**config.mk**
```make
export PLATFORM = sky130hd
export DESIGN_NAME = mceq_top
export DESIGN_NICKNAME = d
export VERILOG_FILES = /design/src/mceq_pkg.sv /design/src/mceq_top.sv
export VERILOG_INCLUDE_DIRS = /design/src
export SDC_FILE = /design/constraint.sdc
export NUM_CORES = 1
export LEC_CHECK = 0
export BUFFER_PORTS_ARGS = -buffer_cell sky130_fd_sc_hd__buf_2
export CAP_MARGIN = 10
export CORE_MARGIN = 5
export CORE_UTILIZATION = 51
export CTS_BUF_LIST = sky130_fd_sc_hd__clkbuf_16
export DETAILED_ROUTE_END_ITERATION = 8
export HOLD_SLACK_MARGIN = 0.08
export PLACE_DENSITY = 0.77
export SLEW_MARGIN = 0
export SYNTH_ARGS = -nofsm -noshare
export SYNTH_HDL_FRONTEND = slang
export SYNTH_SLANG_ARGS = --single-unit
```
**constraint.sdc**
```tcl
create_clock -name SYS_CLK -period 1.8 [get_ports SYS_CLK]
set_input_delay 0.27 -clock SYS_CLK [delete_from_list [all_inputs] [get_ports SYS_CLK]]
set_output_delay 0.27 -clock SYS_CLK [all_outputs]
set_load 0.03 [all_outputs]
```
**src/mceq_params.svh**
```systemverilog
// Constants of the multichannel event queue: offsets, field positions, reset values
//
// Summary of operation
// - Queue entry is 16 bits: valid bit 0, wrap bit 1, channel field, event flags.
// - Filter word has one enable per event, at the matching entry flag position; MRF (bit 10) has no entry flag.
// - Filtered-out event raises no interrupt and writes no queue entry.
// - Write pointer is the next empty slot; start pointer is the first entry.
// - Entry body written first, then valid bit set, then pointer advanced.
// - At the entry whose wrap bit is set, pointer reloads from start pointer.
// - After an entry write, serial event flags are set by exception type.
// - Transmit attribute bit 3 selects little (0) or big (1) endian.
// - Transmit attribute bits 5 to 7 give the bus space code for DMA.
// - Entry fields and filter bits read as zero after reset.
`ifndef MCEQ_PARAMS_SVH
`define MCEQ_PARAMS_SVH

// Register byte offsets
`define MCEQ_OFS_FILTER 8'h00
`define MCEQ_OFS_TXATTR 8'h04
`define MCEQ_OFS_START 8'h08
`define MCEQ_OFS_WPTR 8'h0C
`define MCEQ_OFS_SEF 8'h10
`define MCEQ_OFS_SEF_MASK 8'h14

// Queue entry layout
`define MCEQ_E_VALID 0
`define MCEQ_E_WRAP 1
`define MCEQ_E_RSVD 4
`define MCEQ_E_CHAN_LO 5
`define MCEQ_E_CHAN_HI 10
`define MCEQ_ENTRY_FLAGS 16'hF80C
`define MCEQ_FILTER_DEFINED 16'hFC0C
`define MCEQ_ENTRY_STEP 32'h0000_0002

// Event positions in filter word and entry; MRF (bit 10) is in the filter word only
`define MCEQ_EV_MRF 10
`define MCEQ_EV_UN 11
`define MCEQ_EV_RXF 12
`define MCEQ_EV_TXB 14
`define MCEQ_EV_RXB 15

// Transmit attribute fields; bit 2 reads as one, bits 0, 1 and 4 as zero
`define MCEQ_TA_ENDIAN 3
`define MCEQ_TA_SPACE_LO 5
`define MCEQ_TA_SPACE_HI 7
`define MCEQ_TA_WMASK 8'hE8
`define MCEQ_TA_FIXED 8'h04

// Serial event flags layout
`define MCEQ_SEF_ENTRY 0
`define MCEQ_SEF_OVF 1
`define MCEQ_SEF_RX 2
`define MCEQ_SEF_TX 3
`define MCEQ_SEF_W 4

`define MCEQ_RST16 16'h0000
`define MCEQ_RST32 32'h0000_0000

`endif

```
**src/mceq_pkg.sv**
```systemverilog
// Types shared by the multichannel event queue
package mceq_pkg;
  typedef struct packed {
    logic [5:0] chan;
    logic [15:0] flags;
  } mceq_evt_t;

  typedef enum logic [2:0] {
    MCEQ_IDLE,
    MCEQ_READ,
    MCEQ_BODY,
    MCEQ_VALID,
    MCEQ_ADV
  } mceq_state_t;
endpackage

```
**src/mceq_top.sv**
```systemverilog
// Multichannel event queue: filter, circular entry writer, event flags, Wishbone slave
//
// Local design decisions: register access over Wishbone and the register offsets.
`timescale 1ns/100ps
`include "mceq_params.svh"

module mceq_top #(
  parameter int AW = 32
) (
  input wire logic SYS_CLK,
  input wire logic RESET,
  input wire logic WB_CYC,
  input wire logic WB_STB,
  input wire logic WB_WE,
  input wire logic [7:0] WB_ADR,
  input wire logic [3:0] WB_SEL,
  input wire logic [31:0] WB_DAT_I,
  output logic [31:0] WB_DAT_O,
  output logic WB_ACK,
  input wire logic EVT_VALID,
  input wire mceq_pkg::mceq_evt_t EVT_IN,
  output logic EVT_READY,
  output logic MEM_REQ,
  output logic MEM_WE,
  output logic [AW-1:0] MEM_ADDR,
  output logic [15:0] MEM_WDATA,
  input wire logic [15:0] MEM_RDATA,
  input wire logic MEM_ACK,
  output logic TX_BIG_ENDIAN,
  output logic [2:0] TX_BUS_SPACE,
  output logic IRQ
);

  ////////////////////////////////////////////////////////////////////////////
  logic [15:0] filter_r;
  logic [7:0] txattr_r;
  logic [AW-1:0] start_r;
  logic [AW-1:0] wptr_r;
  logic [`MCEQ_SEF_W-1:0] sef_r;
  logic [`MCEQ_SEF_W-1:0] sef_mask_r;
  logic [`MCEQ_SEF_W-1:0] sef_set;
  logic [5:0] chan_r;
  logic [15:0] flags_r;
  logic wrap_r;
  mceq_pkg::mceq_state_t state_r;
  logic wb_hit;
  logic wb_wr;
  logic [15:0] survive;
  logic take;
  logic [31:0] wb_cur;
  logic [31:0] wb_new;

  function automatic logic [15:0] make_entry(input logic [5:0] chan,
                                             input logic [15:0] flags,
                                             input logic wrap, input logic valid);
    logic [15:0] e;
    e = flags & `MCEQ_ENTRY_FLAGS;
    e[`MCEQ_E_CHAN_HI:`MCEQ_E_CHAN_LO] = chan;
    e[`MCEQ_E_WRAP] = wrap;
    e[`MCEQ_E_VALID] = valid;
    return e;
  endfunction

  function automatic logic [31:0] merge(input logic [31:0] old, input logic [31:0] nw,
                                        input logic [3:0] sel);
    logic [31:0] r;
    r = old;
    for (int i = 0; i < 4; i++) begin
      if (sel[i]) begin
        r[i*8 +: 8] = nw[i*8 +: 8];
      end
    end
    return r;
  endfunction

  // Undefined filter bits are masked here too, so a careless write cannot create events
  assign survive = EVT_IN.flags & filter_r & `MCEQ_FILTER_DEFINED;
  assign take = EVT_VALID && EVT_READY;
  assign wb_hit = WB_CYC && WB_STB && !WB_ACK;
  assign wb_wr = wb_hit && WB_WE;

  // Current value of the addressed register, so unselected byte lanes keep their contents
  always_comb begin
    wb_cur = `MCEQ_RST32;
    unique case (WB_ADR)
      `MCEQ_OFS_FILTER: wb_cur = 32'(filter_r);
      `MCEQ_OFS_TXATTR: wb_cur = 32'(txattr_r);
      `MCEQ_OFS_START: wb_cur = 32'(start_r);
      `MCEQ_OFS_WPTR: wb_cur = 32'(wptr_r);
      `MCEQ_OFS_SEF_MASK: wb_cur = 32'(sef_mask_r);
      default: wb_cur = `MCEQ_RST32;
    endcase
  end

  assign wb_new = merge(wb_cur, WB_DAT_I, WB_SEL);

  ////////////////////////////////////////////////////////////////////////////
  // Wishbone slave: one-cycle registered answer, unmapped reads return zero
  always_ff @(posedge SYS_CLK) begin
    if (RESET) begin
      WB_ACK <= 1'b0;
      WB_DAT_O <= `MCEQ_RST32;
    end else begin
      WB_ACK <= wb_hit;
      if (wb_hit && !WB_WE) begin
        unique case (WB_ADR)
          `MCEQ_OFS_FILTER: WB_DAT_O <= {16'h0000, filter_r};
          `MCEQ_OFS_TXATTR: WB_DAT_O <= {24'h000000, txattr_r | `MCEQ_TA_FIXED};
          `MCEQ_OFS_START: WB_DAT_O <= 32'(start_r);
          `MCEQ_OFS_WPTR: WB_DAT_O <= 32'(wptr_r);
          `MCEQ_OFS_SEF: WB_DAT_O <= 32'(sef_r);
          `MCEQ_OFS_SEF_MASK: WB_DAT_O <= 32'(sef_mask_r);
          default: WB_DAT_O <= `MCEQ_RST32;
        endcase
      end
    end
  end

  always_ff @(posedge SYS_CLK) begin
    if (RESET) begin
      filter_r <= `MCEQ_RST16;
      txattr_r <= 8'h00;
      start_r <= '0;
      sef_mask_r <= '0;
    end else if (wb_wr) begin
      unique case (WB_ADR)
        `MCEQ_OFS_FILTER: filter_r <= wb_new[15:0];
        `MCEQ_OFS_TXATTR: txattr_r <= wb_new[7:0] & `MCEQ_TA_WMASK;
        `MCEQ_OFS_START: start_r <= AW'(wb_new);
        `MCEQ_OFS_SEF_MASK: sef_mask_r <= wb_new[`MCEQ_SEF_W-1:0];
        default: ;
      endcase
    end
  end

  ////////////////////////////////////////////////////////////////////////////
  // Queue engine: read the slot, write body, then set valid, then move on
  always_ff @(posedge SYS_CLK) begin
    if (RESET) begin
      state_r <= mceq_pkg::MCEQ_IDLE;
      EVT_READY <= 1'b0;
      chan_r <= 6'h00;
      flags_r <= `MCEQ_RST16;
      wrap_r <= 1'b0;
      MEM_REQ <= 1'b0;
      MEM_WE <= 1'b0;
      MEM_ADDR <= '0;
      MEM_WDATA <= `MCEQ_RST16;
    end else begin
      unique case (state_r)
        mceq_pkg::MCEQ_IDLE: begin
          EVT_READY <= 1'b1;
          if (take) begin
            EVT_READY <= 1'b0;
            if (survive != `MCEQ_RST16) begin
              chan_r <= EVT_IN.chan;
              flags_r <= survive;
              MEM_REQ <= 1'b1;
              MEM_WE <= 1'b0;
              MEM_ADDR <= wptr_r;
              state_r <= mceq_pkg::MCEQ_READ;
            end
          end
        end
        mceq_pkg::MCEQ_READ: begin
          if (MEM_REQ && MEM_ACK) begin
            MEM_REQ <= 1'b0;
            wrap_r <= MEM_RDATA[`MCEQ_E_WRAP];
            if (MEM_RDATA[`MCEQ_E_VALID]) begin
              state_r <= mceq_pkg::MCEQ_IDLE;
            end else begin
              state_r <= mceq_pkg::MCEQ_BODY;
            end
          end
        end
        mceq_pkg::MCEQ_BODY: begin
          if (!MEM_REQ) begin
            MEM_REQ <= 1'b1;
            MEM_WE <= 1'b1;
            MEM_WDATA <= make_entry(chan_r, flags_r, wrap_r, 1'b0);
          end else if (MEM_ACK) begin
            MEM_REQ <= 1'b0;
            state_r <= mceq_pkg::MCEQ_VALID;
          end
        end
        mceq_pkg::MCEQ_VALID: begin
          if (!MEM_REQ) begin
            MEM_REQ <= 1'b1;
            MEM_WDATA <= make_entry(chan_r, flags_r, wrap_r, 1'b1);
          end else if (MEM_ACK) begin
            MEM_REQ <= 1'b0;
            MEM_WE <= 1'b0;
            state_r <= mceq_pkg::MCEQ_ADV;
          end
        end
        mceq_pkg::MCEQ_ADV: begin
          state_r <= mceq_pkg::MCEQ_IDLE;
        end
      endcase
    end
  end

  // Host may rewrite the pointer at any time; doing so mid-entry is its own hazard
  always_ff @(posedge SYS_CLK) begin
    if (RESET) begin
      wptr_r <= '0;
    end else if (wb_wr && WB_ADR == `MCEQ_OFS_WPTR) begin
      wptr_r <= AW'(wb_new);
    end else if (state_r == mceq_pkg::MCEQ_ADV) begin
      if (wrap_r) begin
        wptr_r <= start_r;
      end else begin
        wptr_r <= wptr_r + AW'(`MCEQ_ENTRY_STEP);
      end
    end
  end

  ////////////////////////////////////////////////////////////////////////////
  // Serial event flags: read clears, a set in the same cycle wins
  always_comb begin
    sef_set = '0;
    if (state_r == mceq_pkg::MCEQ_ADV) begin
      sef_set[`MCEQ_SEF_ENTRY] = 1'b1;
      sef_set[`MCEQ_SEF_RX] = flags_r[`MCEQ_EV_RXB] | flags_r[`MCEQ_EV_RXF]
                              | flags_r[`MCEQ_EV_MRF];
      sef_set[`MCEQ_SEF_TX] = flags_r[`MCEQ_EV_TXB] | flags_r[`MCEQ_EV_UN];
    end
    if (state_r == mceq_pkg::MCEQ_READ && MEM_REQ && MEM_ACK && MEM_RDATA[`MCEQ_E_VALID]) begin
      sef_set[`MCEQ_SEF_OVF] = 1'b1;
    end
  end

  always_ff @(posedge SYS_CLK) begin
    if (RESET) begin
      sef_r <= '0;
    end else if (wb_hit && !WB_WE && WB_ADR == `MCEQ_OFS_SEF) begin
      sef_r <= sef_set;
    end else begin
      sef_r <= sef_r | sef_set;
    end
  end

  always_ff @(posedge SYS_CLK) begin
    if (RESET) begin
      IRQ <= 1'b0;
      TX_BIG_ENDIAN <= 1'b0;
      TX_BUS_SPACE <= 3'h0;
    end else begin
      IRQ <= |(sef_r & sef_mask_r);
      TX_BIG_ENDIAN <= txattr_r[`MCEQ_TA_ENDIAN];
      TX_BUS_SPACE <= txattr_r[`MCEQ_TA_SPACE_HI:`MCEQ_TA_SPACE_LO];
    end
  end
endmodule // mceq_top

```
==> flow_summary.json, run 1 <==
{
  "cts.clk_slew.worst_paths_ns": 0.08,
  "finalCritPeriodShare_pct": 102,
  "min_path_type": "in2reg",
  "synth.net_count": 1230,
  "critPathCaptureType": "register",
  "rows": 50,
  "seq_area_frac_synth_pct": 41.1,
  "max-cap-violations": 0,
  "slew_violations": 0,
  "power_density_nw_per_um2": 717,
  "crit_chain": "and4b_1 -> and4_1 -> buf_12 -> nand2_1 -> o22ai_1",
  "switchingPower_mw": 2.35,
  "antenna_found_initial": 0,
  "cts_tree": "done",
  "place_hpwl_um": 21600,
  "layout.nets": 1488,
  "syn_area_um2": 9650,
  "worstPathMaxFanout": 30,
  "critPathKind": "reg2reg",
  "numCtsBuffers": 17,
  "max_stage_delay_ns": 0.35,
  "die_x_um": 148,
  "power_frac_comb_pct": 7.1,
  "cellLeakagePower_nw": 5.38,
  "fin_cells": 1645,
  "synth_warnings": 0,
  "vdd_drop_max_uv": 678,
  "async_flop_share_pct": 0,
  "drt_iter0_drc": 1203,
  "vias_per_cell": 6.01,
  "synth_top_flop_cell": "dfxtp_1",
  "status": "complete, but fails checks",
  "p_sw_share_pct": 25.7,
  "seqPwrFrac_pct": 48.2,
  "setup_viol": 6,
  "skew_ns": 0.00949,
  "fillers": 1499,
  "die_height_um": 148,
  "syn_to_final_growth_pct": 32.3,
  "cp_slowest_cell": "and4b_1",
  "start_util_pct": 51.7,
  "root_buffer": "clkbuf_16",
  "htree_levels": 4,
  "drc": 0,
  "tightestPinTransition_ns": 0.906,
  "avgSynthCellArea_um2": 8.46,
  "synth_top_area_share_pct": 41.1,
  "timing.final.ws_setup_ns": -0.0286,
  "relSlewSlack_pct": 39.6,
  "syn_inst": 1140,
  "yosys-top-cells-area": "dfxtp_1 (41%), mux2i_1 (7.6%), nor2_1 (5.8%)",
  "grt_pass1_wl_um": 48600,
  "grt_usage_pct": 27.4,
  "violations": "setup timing",
  "wl_per_cell_um": 19.4,
  "p_clk_share_pct": 44.6,
  "final_layout_size_suffix_gt1_share_pct": 34.0,
  "ioPinCount": 178,
  "core_um2": 18600,
  "ctsLongestPathBuffers": 2,
  "ys_ff_latch": 198,
  "worstPathRequired_ns": 2.14,
  "period_needed_ns": 1.83,
  "dieArea_um2": 21800,
  "overflow": 0,
  "drt.antenna.violating_nets": 0,
  "startpoint_type": "register",
  "hold_slack_ns": 0.101,
  "intPower_mw": 6.81,
  "worst_ep_arrival_time_ns": 2.17,
  "cts.sinks": 198,
  "diodes": 0,
  "port_buffers": 154,
  "critical_path_buf_inv_count": 1,
  "drt_first_pass_iters": 6,
  "num_vias": 9894,
  "drt-total-wl_um": 32000,
  "yosysTopAreaCell": "dfxtp_1",
  "ys_types": 73,
  "grt_max_degree": 183,
  "cp_top_family": "simple AND/OR/NAND/NOR gates",
  "hold_viol_final": 0,
  "place_congestion": 0.939,
  "achievable-frequency_mhz": 547,
  "clock_latency_ns": 0.44,
  "synth_edf_count": 0,
  "rsz0062_at_grt": "yes",
  "post-place-cells": 1584,
  "first_global_vias": 9244
}
==> final cells by class <==
type	instances	area [um^2]	share of cell area (%)
inverters	6	22.5	0.176
flip-flops and latches	198	4000	31.3
repair buffers	337	2380	18.7
clock buffers	17	425	3.33
clock inverters	15	204	1.60
well taps	234	293	2.29
multi-input cells	838	5440	42.6
==> flip-flops by register name (all words and copies together) (netlist names), 3 cells and up <==
| register | flops |
|---|---|
| wptr_r | 32 |
| start_r | 32 |
| sef_r | 4 |
| TX_BUS_SPACE | 3 |
| WB_DAT_O | 32 |
| flags_r | 8 |
| chan_r | 6 |
| sef_mask_r | 4 |
| txattr_r | 4 |
| MEM_WDATA | 15 |
| MEM_ADDR | 32 |
| state_r | 3 |
| filter_r | 16 |
==> repair_timing <==
| item | CTS | global route |
|---|---|---|
| endpoints found under the setup margin | 10 | 78 |
| buffers inserted | 3 | 16 |
| gates resized for setup | 19 | 45 |
| hold buffers | 6 | 0 |
| hold endpoints to repair | 6 | 0 |
| gates cloned | 0 | 4 |
| pin swaps | 5 | 19 |
==> per-layer routing <==
layer / routed length (um) / share of wire, % / GRT usage, %
met1: 13500 / 42 / 38.3
met5: 0 / 0 / 0
met4: 970 / 3.0 / 8.43
met3: 2930 / 9.2 / 5.06
met2: 14600 / 46 / 43.4
==> power by group through the flow <==
stage	sequential, mW	combinational [mW]	clock, mW
after floorplan	4.51	0.329	0
after global placement	4.52	0.606	0
after detailed placement	4.52	0.609	0
after CTS	4.41	0.625	4.12
after global routing	4.42	0.693	4.31
final	4.42	0.652	4.09
==> layout by cell type (no fill, tap or decap), types with 7 or more instances in the layout <==
| cell type | instances |
|---|---|
| nand3_1 | 31 |
| o22ai_1 | 10 |
| nor2_1 | 147 |
| buf_4 | 156 |
| a211oi_1 | 46 |
| or3_1 | 7 |
| buf_6 | 8 |
| nor3_1 | 32 |
| clkbuf_16 | 20 |
| nand2b_1 | 21 |
| o31ai_1 | 13 |
| o21ai_0 | 17 |
| nor4_4 | 8 |
| dfxtp_2 | 17 |
| or2_2 | 8 |
| buf_12 | 11 |
| mux2i_1 | 72 |
| a22oi_1 | 17 |
| dfxtp_1 | 177 |
| nand4_1 | 17 |
| o21a_1 | 8 |
| buf_2 | 153 |
| mux2_2 | 16 |
| a21oi_1 | 87 |
| nand2_1 | 128 |
| and3_1 | 14 |
==> synth_stat cells (5+ instances only) <==
cell	n
or3_1	7
o22ai_1	11
a22oi_1	17
a211oi_1	49
clkbuf_2	5
a31o_2	6
o31ai_1	13
nand2b_1	21
o21a_1	9
buf_4	8
and3_1	14
a21oi_1	92
nor4_2	5
or2_2	8
mux2_2	17
nand4_1	17
o211ai_1	6
nand2_1	133
buf_2	28
mux2i_1	73
dfxtp_1	198
nor4_1	6
nor3_1	34
o21ai_0	19
o32ai_1	6
clkbuf_1	54
nand3_1	33
nor2b_1	5
nor2_1	148
inv_1	6
==> tightest hold or removal path, cell delays in order <==
cell and delay, ns:
buf_2 0.10, mux2i_1 0.06, nor2_1 0.08
==> metrics by stage <==
step,utilization [%],power [mW],setup TNS (ns),setup slack (ns),area (um^2)
6_report,68.5,9.16,-0.0895,-0.0286,12800
5_1_grt,68.5,9.42,-1.27,-0.0756,12800
4_1_cts,66.5,9.16,-0.00710,-0.00710,12400
3_5_place_dp,62.3,5.13,-8.63,-0.203,11600
3_3_place_gp,62.3,5.13,-5.54,-0.138,11600
2_1_floorplan,-,4.84,0,0.00535,9700
==> cell families after synthesis <==
| group | count (synthesis) | synth area share, % |
|---|---|---|
| AND/OR/NAND/NOR | 472 | 24.5 |
| AO/OA/AOI/OAI | 269 | 18.8 |
| flip-flops | 198 | 41.1 |
| buffers and inverters | 105 | 5.06 |
| multiplexers | 93 | 10.3 |
| adder cells (fa/ha/maj) | 1 | 0.130 |
| other | 1 | 0.0389 |
| XOR/XNOR | 1 | 0.0908 |
==> worst paths after layout <==
| kind | startpoint | endpoint | slack [ns] | cells past startpoint |
|---|---|---|---|---|
| setup / recovery | WB_ACK | wptr_r[11] | -0.03 | 5 |
| hold / removal | MEM_RDATA[1] | wrap_r | 0.10 | 3 |
| setup reg to reg | WB_ACK | wptr_r[11] | -0.03 | 5 |
| hold reg to reg | WB_DAT_O[9] | WB_DAT_O[9] | 0.45 | 2 |
Power figures use the tool's default switching activity.
==> run 2: changes to the inputs <==
--- a/config.mk
+++ b/config.mk
@@ -8,12 +8,14 @@
 export LEC_CHECK = 0
 export BUFFER_PORTS_ARGS = -buffer_cell sky130_fd_sc_hd__buf_2
 export CAP_MARGIN = 10
+export CORE_ASPECT_RATIO = 1.5
 export CORE_MARGIN = 5
 export CORE_UTILIZATION = 51
 export CTS_BUF_LIST = sky130_fd_sc_hd__clkbuf_16
 export DETAILED_ROUTE_END_ITERATION = 8
 export HOLD_SLACK_MARGIN = 0.08
 export PLACE_DENSITY = 0.77
+export RECOVER_POWER = 25
 export SLEW_MARGIN = 0
 export SYNTH_ARGS = -nofsm -noshare
 export SYNTH_HDL_FRONTEND = slang
==> constraint.sdc (replaced) <==
create_clock -name SYS_CLK -period 1.8 [get_ports SYS_CLK]
set_input_delay 0.27 -clock SYS_CLK [delete_from_list [all_inputs] [get_ports SYS_CLK]]
set_output_delay 0.27 -clock SYS_CLK [all_outputs]
set_load 0.05 [all_outputs]
==> flow_summary.json, run 2 (synthesized netlist as in run 1, its figures left out) <==
{
  "status": "finished, final reports clean",
  "cts.clk_slew.worst_paths_ns": 0.08,
  "seqPwrFrac_pct": 48.3,
  "startpoint": "state_r[2]",
  "hold_viol_final": 0,
  "intPower_mw": 6.71,
  "min_path_type": "in2reg",
  "vias_per_cell": 5.83,
  "diodes": 0,
  "switchingPower_mw": 2.43,
  "critPathKind": "reg2reg",
  "port_buffers": 154,
  "p_clk_share_pct": 44.7,
  "cts_tree": "done",
  "crit_chain": "or3b_4 -> or4_1 -> a21oi_2 -> nor2_1 -> a211oi_1",
  "ioPinCount": 178,
  "overflow": 0,
  "dpl_cell_area_um2": 11600,
  "antenna_found_initial": 0,
  "skew_ns": 0.0186,
  "syn_to_final_growth_pct": 29.1,
  "layout.nets": 1466,
  "drt_first_pass_iters": 5,
  "cts.sinks": 198,
  "die_height_um": 178,
  "period_needed_ns": 1.80,
  "num_vias": 9568,
  "r2r-end": "wptr_r[9]",
  "drt-total-wl_um": 30100,
  "r2r_slack_ns": 0.003,
  "root_buffer": "clkbuf_16",
  "numCtsBuffers": 17,
  "finalCritPeriodShare_pct": 99.8,
  "place_congestion": 0.926,
  "grt_usage_pct": 27.0,
  "relSlewSlack_pct": 41.9,
  "worstPathMaxFanout": 6,
  "tightestPinTransition_ns": 0.872,
  "slew_violations": 0,
  "worstPathRequired_ns": 2.16,
  "p_sw_share_pct": 26.6,
  "fin_area_um2": 12500,
  "cp_slowest_cell": "or4_1",
  "core_um2": 18500,
  "cp_top_family": "simple AND/OR/NAND/NOR gates",
  "reg2reg_depth": 5,
  "wl_per_cell_um": 18.4,
  "post-place-cells": 1599,
  "crit_cells": 5,
  "setup_viol": 0,
  "drt.antenna.violating_nets": 0,
  "htree_levels": 4,
  "first_global_vias": 9126,
  "achievable-frequency_mhz": 557,
  "power_density_nw_per_um2": 734,
  "max-cap-violations": 0,
  "vdd_drop_max_uv": 554,
  "start_util_pct": 52.0,
  "drt_iter0_drc": 695,
  "worst_ep_arrival_time_ns": 2.15,
  "critical_path_buf_inv_count": 0,
  "drc": 0,
  "ctsLongestPathBuffers": 2,
  "dieArea_um2": 21800,
  "layout_common_cells": "dfxtp_1 (181), nor2_1 (147), buf_4 (137)",
  "fin_cells": 1641,
  "max_stage_delay_ns": 0.53,
  "die_x_um": 122,
  "r2r-start": "state_r[2]",
  "final_common_cell": "dfxtp_1",
  "rsz0062_at_grt": "yes",
  "setup_tns_ns": 0,
  "hold_slack_ns": 0.0965,
  "grt_pass1_wl_um": 46700,
  "final_layout_size_suffix_gt1_share_pct": 28.1,
  "crit_path_end": "wptr_r[9]",
  "clock_latency_ns": 0.45,
  "cellLeakagePower_nw": 5.01,
  "grt_max_degree": 75,
  "startpoint_type": "register",
  "power_frac_comb_pct": 7.0,
  "fillers": 1553,
  "place_hpwl_um": 21900,
  "timing.final.ws_setup_ns": 0.00339,
  "dp_slack_ns": -0.220,
  "critPathCaptureType": "register",
  "rows": 61
}
run 2: changes by cell type in the layout (fill, tap and decap cells not counted), moves of 3 or more:
cell,change
clkbuf_1,+58
buf_2,-56
buf_4,-19
dfxtp_2,-6
dfxtp_1,+4
inv_6,-4
clkbuf_16,-3
nand2_1,+3
nand2_2,-3
run 2: what timing repair did:
item                                    in CTS  in global routing
hold buffers                                 6                  0
endpoints found under the hold margin        6                  0
pin swaps                                    4                  9
endpoints found under the setup margin       8                 37
buffers inserted                             2                  2
resized for setup                           16                 37
run 2: routing by layer:
| metal | part of all wire, % | track usage (%) |
|---|---|---|
| met3 | 5.2 | 3.52 |
| met5 | 0 | 0 |
| met2 | 52 | 48.1 |
| met1 | 38 | 30.8 |
| met4 | 4.7 | 15.0 |
run 2: worst min path at each step:
stage	cells after the start	slack, ns	endpoint	from
after floorplan	2	0.41	chan_r[0]	EVT_IN[16]
after global placement	2	0.44	WB_DAT_O[24]	WB_DAT_O[24]
after detailed placement	2	0.44	WB_DAT_O[30]	WB_DAT_O[30]
after CTS	3	0.09	sef_r[1]	MEM_RDATA[0]
after global routing	3	0.13	sef_r[1]	MEM_RDATA[0]
final	3	0.1	sef_r[1]	MEM_RDATA[0]
run 2: worst reg2reg max path, stage by stage (launching register included):
cell	delay [ns]
dfxtp_1	0.33
or3b_4	0.44
or4_1	0.54
a21oi_2	0.15
nor2_1	0.06
a211oi_1	0.20
run 2: stage by stage:
stage | util, % | power (mW)
floorplan | - | 4.85
global placement | 62.7 | 5.13
detailed placement | 62.7 | 5.13
CTS | 66.8 | 9.17
global route | 67.2 | 9.42
finish | 67.2 | 9.14
run 2: layout make-up:
class	instances	area (um^2)	share of cell area, %
multi-input cells	837	5400	43.4
clock buffers	17	425	3.42
inverters	6	22.5	0.181
flip-flops and latches	198	4000	32.1
clock inverters	15	218	1.75
repair buffers	316	2070	16.6
well taps	252	315	2.53
run 2: power groups by stage:
stage                     Sequential (mW)  Clock [mW]  Combinational (mW)
after global routing                 4.41        4.32               0.681
after CTS                            4.42        4.12               0.629
after global placement               4.52           0               0.608
after floorplan                      4.51           0               0.331
final                                4.41        4.08               0.644
after detailed placement             4.52           0               0.612
